<file path="config.mk">
export PLATFORM = sky130hd
export DESIGN_NAME = slfm_monitor
export DESIGN_NICKNAME = d
export VERILOG_FILES = /design/src/slfm_pkg.sv /design/src/slfm_monitor.sv
export SDC_FILE = /design/constraint.sdc
export NUM_CORES = 1
export LEC_CHECK = 0
export ABC_AREA = 1
export BUFFER_PORTS_ARGS = -buffer_cell sky130_fd_sc_hd__clkbuf_2
export CORE_ASPECT_RATIO = 0.9
export CORE_MARGIN = 4
export CORE_UTILIZATION = 30
export DETAILED_ROUTE_END_ITERATION = 7
export GPL_ROUTABILITY_DRIVEN = 1
export SKIP_CTS_REPAIR_TIMING = 1
export SLEW_MARGIN = 25
export SYNTH_ARGS = -nofsm -noshare
export SYNTH_HDL_FRONTEND = slang
export SYNTH_SLANG_ARGS = --single-unit
</file>
<file path="constraint.sdc">
create_clock -name clock -period 7 [get_ports clock]
set_clock_uncertainty 0.05 [all_clocks]
set_input_delay 0.35 -clock clock [delete_from_list [all_inputs] [get_ports clock]]
set_output_delay 0.35 -clock clock [all_outputs]
set_load 0.005 [all_outputs]
</file>
<file path="src/slfm_pkg.sv">
// What this block does
// - Timeout alarm when receive strobe stays absent
// - Timeout checked only running and synchronised
// - Keep last received data until alarm
// - Timeout alarm sends link to INITIAL
// - Timeout alarm drops sync to asynchronous
// - Alarm when initialization sync fails
// - Init check only at powerup, reset command
// - Init failure aborts, holds INITIAL state
// - Cycle alarm on irregular strobe interval
// - Timeout has its own alarm code
package slfm_pkg;
    localparam int unsigned CLK_MHZ       = 100;
    localparam int unsigned CYC_W         = 20;
    localparam int unsigned CODE_W        = 8;
    // Alarm codes as major.minor packed nibble-wise
    localparam logic [CODE_W-1:0] CODE_NONE    = 8'h00;
    localparam logic [CODE_W-1:0] CODE_TIMEOUT = 8'h84;
    localparam logic [CODE_W-1:0] CODE_INIT    = 8'h84;
    localparam logic [CODE_W-1:0] CODE_CYCLE   = 8'h84;
    localparam logic [3:0]  CODE_MINOR_NONE    = 4'h0;
    localparam logic [3:0]  CODE_MINOR_TIMEOUT = 4'h0;
    localparam logic [3:0]  CODE_MINOR_INIT    = 4'h3;
    localparam logic [3:0]  CODE_MINOR_CYCLE   = 4'h5;
    localparam int unsigned BLINK_US      = 250;
    localparam int unsigned BLINK_CYC     = BLINK_US * CLK_MHZ;
    localparam int unsigned BLINK_W       = 16;
    typedef enum logic [1:0] {SLFM_LINK_INITIAL, SLFM_LINK_RUNNING} slfm_link_e;
    typedef enum logic [1:0] {SLFM_LAMP_OFF, SLFM_LAMP_GREEN, SLFM_LAMP_RED, SLFM_LAMP_RED_FLASH} slfm_lamp_e;
    typedef struct packed {
        logic            timeout;
        logic            init_fail;
        logic            cycle_err;
        logic [CODE_W-1:0] code_major;
        logic [3:0]      code_minor;
    } slfm_alarm_s;
endpackage : slfm_pkg

</file>
<file path="src/slfm_monitor.sv">
`timescale 1ns/100ps
module slfm_monitor
    import slfm_pkg::*;
#(
    parameter int unsigned TIMEOUT_CYC = 300000,
    parameter int unsigned TOL_CYC     = 500,
    parameter int unsigned BLINK_CNT   = BLINK_CYC
)(
    input  wire logic             clock,
    input  wire logic             sys_rst,
    input  wire logic             rx_strobe,
    input  wire logic             link_up_req,
    input  wire logic             sync_done,
    input  wire logic             init_start,
    input  wire logic             init_fail_in,
    input  wire logic             alarm_clear,
    input  wire logic [CYC_W-1:0] comm_cycle_setting,
    output logic                  link_running,
    output logic                  sync_established,
    output logic                  hold_last_data,
    output slfm_alarm_s           alarm,
    output logic                  link_status_lamp_red,
    output logic                  link_status_lamp_green
);
    slfm_link_e       link, next_link;
    logic             sync, next_sync;
    logic             hold, next_hold;
    logic [CYC_W-1:0] gap, next_gap;
    logic             t_al, next_t_al;
    logic             i_al, next_i_al;
    logic             c_al, next_c_al;
    logic [BLINK_W-1:0] bl, next_bl;
    logic             ph, next_ph;
    logic             red, next_red, grn, next_grn;
    logic [CODE_W-1:0] maj, next_maj;
    logic [3:0]       mnr, next_mnr;
    logic [2:0]       s_sync, next_s_sync;
    logic             strobe_ev;
    logic             prev_s, next_prev_s;
    logic             run, next_run;
    logic             armed, next_armed;
    logic             init_win, next_init_win;

    // Strobe is from another device: three stages, act when last two agree
    always_comb
    begin
        next_s_sync = {s_sync[1:0], rx_strobe};
        next_prev_s = prev_s;
        if (s_sync[2] == s_sync[1])
            next_prev_s = s_sync[2];
        // A one-cycle glitch never reaches two agreeing stages
        strobe_ev = (s_sync[2] == s_sync[1]) && s_sync[2] && !prev_s;
    end

    always_ff @(posedge clock)
    begin
        if (sys_rst)
        begin
            s_sync <= '0;
            prev_s <= 1'b0;
        end
        else
        begin
            s_sync <= next_s_sync;
            prev_s <= next_prev_s;
        end
    end

    always_comb
    begin
        next_link = link;
        next_sync = sync;
        next_hold = 1'b0;
        next_gap  = gap;
        next_t_al = t_al;
        next_i_al = i_al;
        next_c_al = c_al;
        next_maj  = maj;
        next_mnr  = mnr;
        next_armed    = armed;
        next_init_win = init_win;
        // Clear first so that a same-cycle alarm event still lands
        if (alarm_clear && !init_fail_in)
        begin
            next_t_al = 1'b0;
            next_c_al = 1'b0;
        end
        if (init_start)
        begin
            next_i_al     = 1'b0;
            next_init_win = 1'b1;
        end
        // Only a power-up or reset-command restart may raise this alarm
        if (init_fail_in && next_init_win && link == SLFM_LINK_INITIAL && !sync)
        begin
            next_i_al     = 1'b1;
            next_init_win = 1'b0;
        end
        if (link == SLFM_LINK_INITIAL)
        begin
            next_gap   = '0;
            next_armed = 1'b0;
            if (sync_done && !i_al)
            begin
                next_sync     = 1'b1;
                next_init_win = 1'b0;
            end
            if (link_up_req && sync && !i_al && !t_al && !c_al)
                next_link = SLFM_LINK_RUNNING;
        end
        else if (sync)
        begin
            if (strobe_ev)
            begin
                // Interval must sit within tolerance of the configured cycle
                // Interval is gap plus one; first strobe after entry has no reference
                if (armed && ((gap + CYC_W'(1) + CYC_W'(TOL_CYC) < comm_cycle_setting) ||
                    (gap + CYC_W'(1) > comm_cycle_setting + CYC_W'(TOL_CYC))))
                    next_c_al = 1'b1;
                next_gap   = '0;
                next_armed = 1'b1;
            end
            else
            begin
                next_gap  = gap + 1'b1;
                next_hold = gap >= comm_cycle_setting;
                if (gap >= CYC_W'(TIMEOUT_CYC - 1))
                    next_t_al = 1'b1;
            end
            if (next_t_al || next_c_al)
            begin
                next_link = SLFM_LINK_INITIAL;
                next_sync = 1'b0;
                next_hold = 1'b0;
            end
        end
        next_run = (next_link == SLFM_LINK_RUNNING);
        // Priority: init alarm shown over timeout over cycle
        if (next_i_al)
        begin
            next_maj = CODE_INIT;
            next_mnr = CODE_MINOR_INIT;
        end
        else if (next_t_al)
        begin
            next_maj = CODE_TIMEOUT;
            next_mnr = CODE_MINOR_TIMEOUT;
        end
        else if (next_c_al)
        begin
            next_maj = CODE_CYCLE;
            next_mnr = CODE_MINOR_CYCLE;
        end
        else
        begin
            next_maj = CODE_NONE;
            next_mnr = CODE_MINOR_NONE;
        end
    end

    always_comb
    begin
        next_bl = bl;
        next_ph = ph;
        if (bl >= BLINK_W'(BLINK_CNT - 1))
        begin
            next_bl = '0;
            next_ph = !ph;
        end
        else
            next_bl = bl + 1'b1;
        next_red = i_al || ((t_al || c_al) && ph);
        next_grn = !i_al && !t_al && !c_al && link == SLFM_LINK_RUNNING;
    end

    always_ff @(posedge clock)
    begin
        if (sys_rst)
        begin
            link <= SLFM_LINK_INITIAL;
            sync <= 1'b0;
            hold <= 1'b0;
            gap  <= '0;
            t_al <= 1'b0;
            i_al <= 1'b0;
            c_al <= 1'b0;
            maj  <= CODE_NONE;
            mnr  <= CODE_MINOR_NONE;
            run  <= 1'b0;
            armed <= 1'b0;
            // Power-up opens the init check window
            init_win <= 1'b1;
        end
        else
        begin
            link <= next_link;
            sync <= next_sync;
            hold <= next_hold;
            gap  <= next_gap;
            t_al <= next_t_al;
            i_al <= next_i_al;
            c_al <= next_c_al;
            maj  <= next_maj;
            mnr  <= next_mnr;
            run  <= next_run;
            armed <= next_armed;
            init_win <= next_init_win;
        end
    end

    always_ff @(posedge clock)
    begin
        if (sys_rst)
        begin
            bl  <= '0;
            ph  <= 1'b0;
            red <= 1'b0;
            grn <= 1'b0;
        end
        else
        begin
            bl  <= next_bl;
            ph  <= next_ph;
            red <= next_red;
            grn <= next_grn;
        end
    end

    always_comb
    begin
        link_running           = run;
        sync_established       = sync;
        hold_last_data         = hold;
        alarm.timeout          = t_al;
        alarm.init_fail        = i_al;
        alarm.cycle_err        = c_al;
        alarm.code_major       = maj;
        alarm.code_minor       = mnr;
        link_status_lamp_red   = red;
        link_status_lamp_green = grn;
    end
endmodule : slfm_monitor

</file>
## Word-level counts from Yosys, hierarchy flattened

Index checks and enable logic that the tools add are counted.

- Flip-flop bits (word level): 64
- Bits of input ports: 28

- Add/sub/neg operators: 4
- Order comparisons: 5
- Equal/unequal tests: 4
- Muxes and demuxes: 35
- Bitwise logic cells: 1
- Reduce and logical (&&, ||, !) cells: 33

Operators with widths:

| cell | count |
|---|---|
| adder 20 x 9 -> 20 bit (second input constant) | 2 |
| two-way mux 1 bit | 24 |
| two-way mux 8 bit | 3 |
| adder 20 x 1 -> 20 bit (second input constant) | 1 |
| greater-or-equal comparator 20 x 19 -> 1 bit (second input constant) | 1 |
| greater-or-equal comparator 20 bit | 1 |
| greater-than comparator 20 bit | 1 |
| < comparator 20 bit | 1 |
| two-way mux 20 bit | 1 |
| adder 16 x 1 -> 16 bit (second input constant) | 1 |
| greater-or-equal comparator 16 x 15 -> 1 bit (second input constant) | 1 |
| logical AND 1 bit | 16 |
| two-way mux 2 bit | 6 |
| logical NOT 1 bit | 7 |
| OR reduction 5 bit | 1 |
| equality test 2 x 1 -> 1 bit (second input constant) | 2 |
| logical OR 1 bit | 4 |
| OR reduction 2 bit | 2 |
| two-way mux 3 bit | 1 |
| OR reduction 3 bit | 1 |
| logical NOT 2 bit | 1 |
| != test 2 x 1 -> 1 bit (second input constant) | 1 |
| AND reduction 2 bit | 1 |
| equality test 1 bit | 1 |
| NOT 1 bit | 1 |

## Depth between registers and ports, before layout

Gate-level depths: netlist of the first run.

- Word-level depth: 14
- Mapped depth: 33

## Worst setup path before layout of the first run

Ideal clock, no wire load.

- Path type: register to register
- Start point: reg gap[0]
- End point: reg run, in the netlist link_running
- Arrival time: 3.610 ns
- Required time: 6.822 ns
- Path slack: 3.213 ns
- Stages on the path, launching flop included: 34
- Path through: dfxtp_1 -> ha_1 -> nand2_1 -> nor2_4 -> nand2_4 -> nor2_4 -> nand2_4 -> xor2_1 -> inv_2 -> nor2_4 -> inv_2 -> nor2_2 -> nand3_2 -> nor3_2 -> nand2_2 -> nor3_4 -> nand2_1 -> nand2_1 -> nand2_1 -> ha_1 -> nand2_1 -> inv_1 -> nand3_1 -> a31oi_1 -> a2111oi_0 -> nand3_1 -> nand2_1 -> nand2_1 -> nand2_1 -> nand2_1 -> nand2_1 -> nand2_1 -> nand2_1 -> nor2_1

- Word-level cells in the longest chain between the ends: 14
- Elaborated cells between the ends (all ways): 20

Ends and longest elaborated chain:

| what | line | RTL |
|---|---|---|
| start, declared | slfm_monitor.sv:28 | `logic [CYC_W-1:0] gap, next_gap;` |
| start signal, assigned | slfm_monitor.sv:199 | `gap <= next_gap;` |
| adder 20 x 1 -> 20 bit | slfm_monitor.sv:117, slfm_monitor.sv:118 |  |
| adder 20 x 9 -> 20 bit | slfm_monitor.sv:117 | `if (armed && ((gap + CYC_W'(1) + CYC_W'(TOL_CYC) < comm_cycle_setting) \|\|` |
| < comparator 20 bit | slfm_monitor.sv:117 |  |
| logical OR 1 bit | slfm_monitor.sv:117 |  |
| logical AND 1 bit | slfm_monitor.sv:117 |  |
| two-way mux 1 bit | slfm_monitor.sv:117 |  |
| two-way mux 1 bit | slfm_monitor.sv:113 | `if (strobe_ev)` |
| two-way mux 1 bit | slfm_monitor.sv:111 | `else if (sync)` |
| two-way mux 1 bit | slfm_monitor.sv:99 | `if (link == SLFM_LINK_INITIAL)` |
| logical OR 1 bit (*) | slfm_monitor.sv:130 | `if (next_t_al \|\| next_c_al)` |
| two-way mux 2 bit (*) | slfm_monitor.sv:130 |  |
| two-way mux 2 bit (*) | slfm_monitor.sv:111 |  |
| two-way mux 2 bit (*) | slfm_monitor.sv:99 |  |
| equality test 2 x 1 -> 1 bit (*) | slfm_monitor.sv:137 | `next_run = (next_link == SLFM_LINK_RUNNING);` |
| end signal, assigned | slfm_monitor.sv:205 | `run <= next_run;` |
| end, declared | slfm_monitor.sv:40 | `logic run, next_run;` |

Mark *: on every way between the ends. The rest lies on a longest branch, timed or not. The select of a mux whose other input is x is not followed.
A chain may end at the register's enable or synchronous reset.

## Final worst setup path of the first run

Same ends and word-level chain as after synthesis.

==> results of run 1 <==
[worst min-delay path: stages]
cell and delay [ns]:
clkbuf_2 0.08, inv_1 0.04, nor2_1 0.03
[power by group]
part           switching [mW]  internal (mW)  leakage, nW
Combinational          0.0534         0.0299         2.02
Clock                   0.121          0.136       0.0719
Sequential            0.00548          0.325        0.454
[cells in the mapped netlist (all sizes together), types with 2 or more instances]
| library cell | count |
|---|---|
| ha | 61 |
| o22ai | 11 |
| a211oi | 3 |
| nor2 | 76 |
| nor3 | 22 |
| xor2 | 40 |
| a31oi | 2 |
| a21oi | 40 |
| xnor2 | 3 |
| o21ai | 16 |
| a31o | 2 |
| nand2 | 108 |
| nor3b | 5 |
| nand3 | 43 |
| dfxtp | 56 |
| nor4 | 3 |
| o32ai | 3 |
| inv | 106 |
| clkbuf | 6 |
| o31ai | 2 |
| and3 | 2 |
| nand4 | 10 |
| o21bai | 3 |
| a22oi | 2 |
| buf | 13 |
| o21a | 4 |
[metal layers]
layer | up-vias | part of all wire (%) | global-route usage, %
li1 | 2195 | - | -
met1 | 1760 | 52 | 18.6
met2 | 80 | 42 | 19.0
met3 | 12 | 4.5 | 2.11
met4 | 0 | 1.6 | 3.13
met5 | - | 0 | 0
[through the flow]
stage	setup slack [ns]	util [%]	cell area, um^2	std cells
floorplan	3.21	-	4710	657
global placement	2.82	32.9	5040	880
detailed placement	2.67	32.9	5040	880
CTS	2.65	33.9	5190	888
global route	2.11	33.9	5190	888
finish	2.66	33.9	5190	888
[state kept, by name, indices dropped and copies added, names as in the netlist]
signal,flops
ph,1
c_al,1
link,2
sync_established,1
link_status_lamp_green,1
i_al,1
prev_s,1
link_status_lamp_red,1
gap,20
link_running,1
armed,1
bl,16
hold_last_data,1
maj,1
t_al,1
s_sync,3
init_win,1
mnr,2
[final timing paths]
| check | from | to | slack (ns) | depth (start not counted) |
|---|---|---|---|---|
| hold reg to reg | s_sync[0] | s_sync[1] | 0.35 | 2 |
| hold / removal | rx_strobe | s_sync[0] | 0.19 | 3 |
| setup reg to reg | gap[0] | link_running | 2.66 | 33 |
| setup / recovery | gap[0] | link_running | 2.66 | 33 |
[cell type report]
| type | count | area [um^2] |
|---|---|---|
| fill | 1661 | 10100 |
| sequential | 56 | 1120 |
| tap | 202 | 253 |
| inverter | 107 | 402 |
| clock buffer | 5 | 125 |
| clock inverter | 3 | 27.5 |
| timing repair buffer | 40 | 200 |
| multi-input combinational | 475 | 3070 |
[cells by family after synthesis]
group                    Yosys count
AO/OA/AOI/OAI                     91
buffers and inverters            126
XOR/XNOR                          43
other                              1
flip-flops                        56
adder cells (fa/ha/maj)           61
AND/OR/NAND/NOR                  272
==> metrics.yaml, run 1 <==
postSynthAreaPerCell_um2: 7.20
die_h_um: 127
drc: 0
fmaxAchievable_ghz: 0.230
clkTransAtPathRegs_ns: 0.07
ys_warn_count: 0
htreeDepth: 2
p_leak_nw: 2.54
hold_viol: 0
min_period_ns: 4.34
synth_top_family_by_area: "simple AND/OR/NAND/NOR gates"
synth_top_area_share_pct: 23.9
maxSlewViolCount: 0
synth.largest_area_cell: "dfxtp_1"
drive_above_1_share_pct: 12.5
yosysSeqAreaShare_pct: 23.9
drt-initial-drc-count: 245
nets: 774
crit_type: "reg -> reg"
ir_drop_mv: 0.104
rows: 43
startpoint_type: "flip-flop"
crit_arrival_ns: 4.47
endpoint_kind: "flip-flop"
ant_nets: 0
cpPeakStageDelay_ns: 0.42
drtPass1Iterations: 4
grtUsageTotal_pct: 12.6
core_area_um2: 15300
die_area_um2: 17700
drv_cap: 0
wire_per_inst_um: 12.3
grt_first_pass_wirelength_mm: 18.5
synth_xor_area_share_pct: 8.52
status: "complete, no violations"
routabilityCongestion: 0.850
cts_tree: "done"
wl_mm: 10.9
final_common_cell: "nand2_1"
initial_utilization_pct: 30.5
crit_top_cell: "nand2_1"
dominantRegCellSynth: "dfxtp_1"
rsz0062_at_grt: "false"
cp.required_ns: 7.13
timing.slew.headroom_pct: 65.1
antenna_found_initial: 0
hpwlAfterDp_mm: 9.23
finalSetupViolCount: 0
powerDensity_nw_per_um2: 129
syn-cell-area_um2: 4680
syn_to_final_growth_pct: 10.9
finalPower_mw: 0.671
dr_total_vias: 4047
worstMarginPinSlew_ns: 0.521
finalCritPeriodShare_pct: 62.0
clk_path_buf_depth: 2
synth_cell_types: 46
pin_count: 48
yosys-mux-area-fraction_pct: 0
cts_sinks: 56
grt_pass1_vias: 3846
hold_class: "in -> reg"
mostFrequentLayoutCells: "102 x nand2_1, 99 x inv_1, 69 x nor2_1"
antennaDiodeCount: 0
synth_adder_area_share_pct: 16.3
async_reset_ff_share_pct: 0
synthSimpleGateAreaFrac_pct: 28.6
fin_tns_setup_ns: 0
synth_edf_count: 0
critPathBufInv: 3
crit_slowest_cell: "dfxtp_1"
numPortBuffers: 40
cpLargestDelayFamily: "simple AND/OR/NAND/NOR gates"
grt_max_degree: 20
syn_inst: 650
numCtsBuffers: 5
overflow: 0
cts_root_buf: "clkbuf_16"
dieWidth_um: 140
clk_latency_ns: 0.29
cp_max_fo: 6
synth_compound_area_share_pct: 11.4
fin_hold_ws_ns: 0.190
synth_area_leaders: "dfxtp_1 24%, ha_1 16%, nand2_1 8.2%"
vias_per_cell: 4.56
ys_ff_latch: 56
No activity file was read; power rests on OpenSTA's default activity.
==> inputs of run 2 (changes only) <==
--- a/config.mk
+++ b/config.mk
@@ -5,7 +5,7 @@
 export SDC_FILE = /design/constraint.sdc
 export NUM_CORES = 1
 export LEC_CHECK = 0
-export ABC_AREA = 1
+export ABC_AREA = 0
 export BUFFER_PORTS_ARGS = -buffer_cell sky130_fd_sc_hd__clkbuf_2
 export CORE_ASPECT_RATIO = 0.9
 export CORE_MARGIN = 4
==> constraint.sdc (replaced) <==
create_clock -name clock -period 4.45 [get_ports clock]
set_clock_uncertainty 0.05 [all_clocks]
set_input_delay 0.2225 -clock clock [delete_from_list [all_inputs] [get_ports clock]]
set_output_delay 0.2225 -clock clock [all_outputs]
set_load 0.005 [all_outputs]
==> run 2 against run 1 <==
Compared with the run above:
- routed wire length is 5.9% higher
- hold slack worse by 0.10 ns
- non-clock buffer count is 18 higher
- flip-flop and latch count stayed put
- synthesized cell count is 11% lower
- sequential share of layout area is 0.61 points lower
- via count is 1.0% lower
- combinational power is 73% higher
- clock power is 60% higher
- utilization is 1.1 points higher
- critical path depth is 17 lower
- largest cell class unchanged
==> metrics.yaml, run 2 <==
drive_above_1_share_pct: 16.4
dr_wl_met3_um: 612
drv_cap: 0
largest_reg_flops: 20
cp_max_fo: 11
final_common_cell: "ha_1"
routabilityCongestion: 0.830
clk_path_buf_depth: 2
die_area_um2: 17800
mostFrequentLayoutCells: "60 x ha_1, 56 x nor2_1, 51 x dfxtp_1"
numCtsBuffers: 5
synth_xor_area_share_pct: 12.6
dr_wl_met2_mm: 4.95
core_area_um2: 15400
worstPathCellList: "and3_4 > nand4_4 > or3_1 > xor2_1 > or3_1 > nor2_1 > xnor2_1 > ha_1 > a21o_1 > a21oi_1 > o211ai_1 > o31ai_2 > o21a_1 > and2_1 > nand2_1 > a311oi_2"
grt_first_pass_wirelength_mm: 18.9
hold_viol: 0
clkTransAtPathRegs_ns: 0.08
crit_top_cell: "or3_1"
clk_latency_ns: 0.30
antenna_found_initial: 0
startpoint_type: "flip-flop"
ys_ff_latch: 56
finalCritPeriodShare_pct: 93.6
cp.required_ns: 4.61
cts_tree: "done"
syn_to_final_growth_pct: 14.1
drt-initial-drc-count: 276
synth_cell_types: 69
overflow: 0
finalSetupViolCount: 0
cts_root_buf: "clkbuf_16"
switching_share_pct: 27.1
synth_adder_area_share_pct: 16.1
yosysSeqAreaShare_pct: 23.7
power.share.sequential_pct: 48.3
top_register: "gap"
clkPwrFrac_pct: 38.3
async_reset_ff_share_pct: 0
drtPass1Iterations: 4
cts_sinks: 56
fin_hold_ws_ns: 0.0864
powerDensity_nw_per_um2: 199
wirelength_met1_mm: 5.90
yosys-mux-area-fraction_pct: 0.212
status: "complete, no violations"
die_h_um: 127
synth_top_area_share_pct: 23.7
rr_worst_depth: 16
cpLargestDelayFamily: "simple AND/OR/NAND/NOR gates"
hpwlAfterDp_mm: 9.48
ant_nets: 0
timing.slew.headroom_pct: 51.7
postSynthAreaPerCell_um2: 8.18
synth.largest_area_cell: "dfxtp_1"
grt_max_degree: 20
endpoint_kind: "flip-flop"
top_regs: "gap (20), bl (16), s_sync (3)"
top_layer: "met4"
worstHoldPathCells: 2
dr_total_vias: 4005
p_int_mw: 0.783
antennaDiodeCount: 0
power_switching_mw: 0.291
grtUsageTotal_pct: 12.8
ir_drop_mv: 0.160
crit_slowest_cell: "or3_1"
crit_type: "reg -> reg"
dominantRegCellSynth: "dfxtp_1"
syn-cell-area_um2: 4730
wl_mm: 11.5
min_period_ns: 4.16
postLayoutCoreUtil_pct: 35.0
yosys-top-cells-count: "61 x ha_1, 56 x dfxtp_1, 56 x nor2_1"
r2r_slack_ns: 0.29
worstMarginPinSlew_ns: 0.722
synth.most_common_cell: "ha_1"
dieWidth_um: 140
synth_area_leaders: "dfxtp_1 24%, ha_1 16%, xnor2_1 8.9%"
pwr-share-comb_pct: 13.4
syn_inst: 578
pin_count: 48
nets: 711
crit_arrival_ns: 4.32
synth_edf_count: 0
wire_per_inst_um: 14.0
htreeDepth: 2
rows: 43
cpPeakStageDelay_ns: 0.48
grt_pass1_vias: 3797
vias_per_cell: 4.85
maxSlewViolCount: 0
synth_compound_area_share_pct: 17.2
cp.depth: 16
hold_class: "in -> reg"
numPortBuffers: 40
p_leak_nw: 2.52
ys_warn_count: 0
critPathBufInv: 0
drc: 0
fmaxAchievable_ghz: 0.240
synthSimpleGateAreaFrac_pct: 23.3
initial_utilization_pct: 30.6
synth_top_family_by_area: "simple AND/OR/NAND/NOR gates"
==> run 2: cell types whose count changed after synthesis, sizes merged, moves of 17 or more <==
cell,change
nand2,-63
xnor2,+46
nor2,-17
inv,-67
xor2,-27
a21oi,-18
==> run 2: cells by family (layout without fill, tap and decap cells) <==
| family | Yosys count | count (layout) |
|---|---|---|
| muxes | 1 | 1 |
| AOI/OAI and AO/OA | 118 | 118 |
| adders and majority gates | 61 | 61 |
| xor gates and xnor gates | 64 | 64 |
| and+or+nand+nor | 210 | 210 |
| buffers and inverters | 67 | 105 |
| other | 1 | 8 |
| DFF | 56 | 56 |
==> run 2: final cells by class <==
class	count	area (um^2)
clock buffers	5	125
clock inverters	3	27.5
fillers	1591	10000
inverters	39	146
multi-input cells	462	3380
flip-flops and latches	56	1130
well taps	202	253
repair buffers	58	335
==> run 2: final timing paths <==
kind	start	to
max	gap[4]	mnr[0]
min reg2reg	s_sync[0]	s_sync[1]
max reg2reg	gap[4]	mnr[0]
min	rx_strobe	s_sync[0]
==> run 2: routing by layer <==
metal | track usage, % | up-vias
li1 | - | 2122
met1 | 19.3 | 1813
met2 | 19.7 | 64
met3 | 2.02 | 6
met4 | 1.88 | 0
met5 | 0 | -
==> run 2: stage by stage <==
step | worst slack [ns] | std cells | TNS, ns | cell area, um^2 | power [mW]
floorplan | 0.425 | 585 | 0 | 4760 | 0.631
global placement | -0.308 | 817 | -1.63 | 5170 | 0.674
detailed placement | -0.260 | 817 | -1.31 | 5170 | 0.674
CTS | -0.290 | 825 | -1.57 | 5320 | 1.09
global route | -0.0124 | 825 | -0.0124 | 5400 | 1.13
finish | 0.286 | 825 | 0 | 5400 | 1.07
==> run 2: power by group through the flow <==
stage                     logic, mW  clock network (mW)  registers (mW)
after global placement        0.142                   0           0.532
after floorplan               0.102                   0           0.528
after CTS                     0.144               0.422           0.520
final                         0.144               0.411           0.519
after global routing          0.166               0.441           0.520
after detailed placement      0.143                   0           0.532
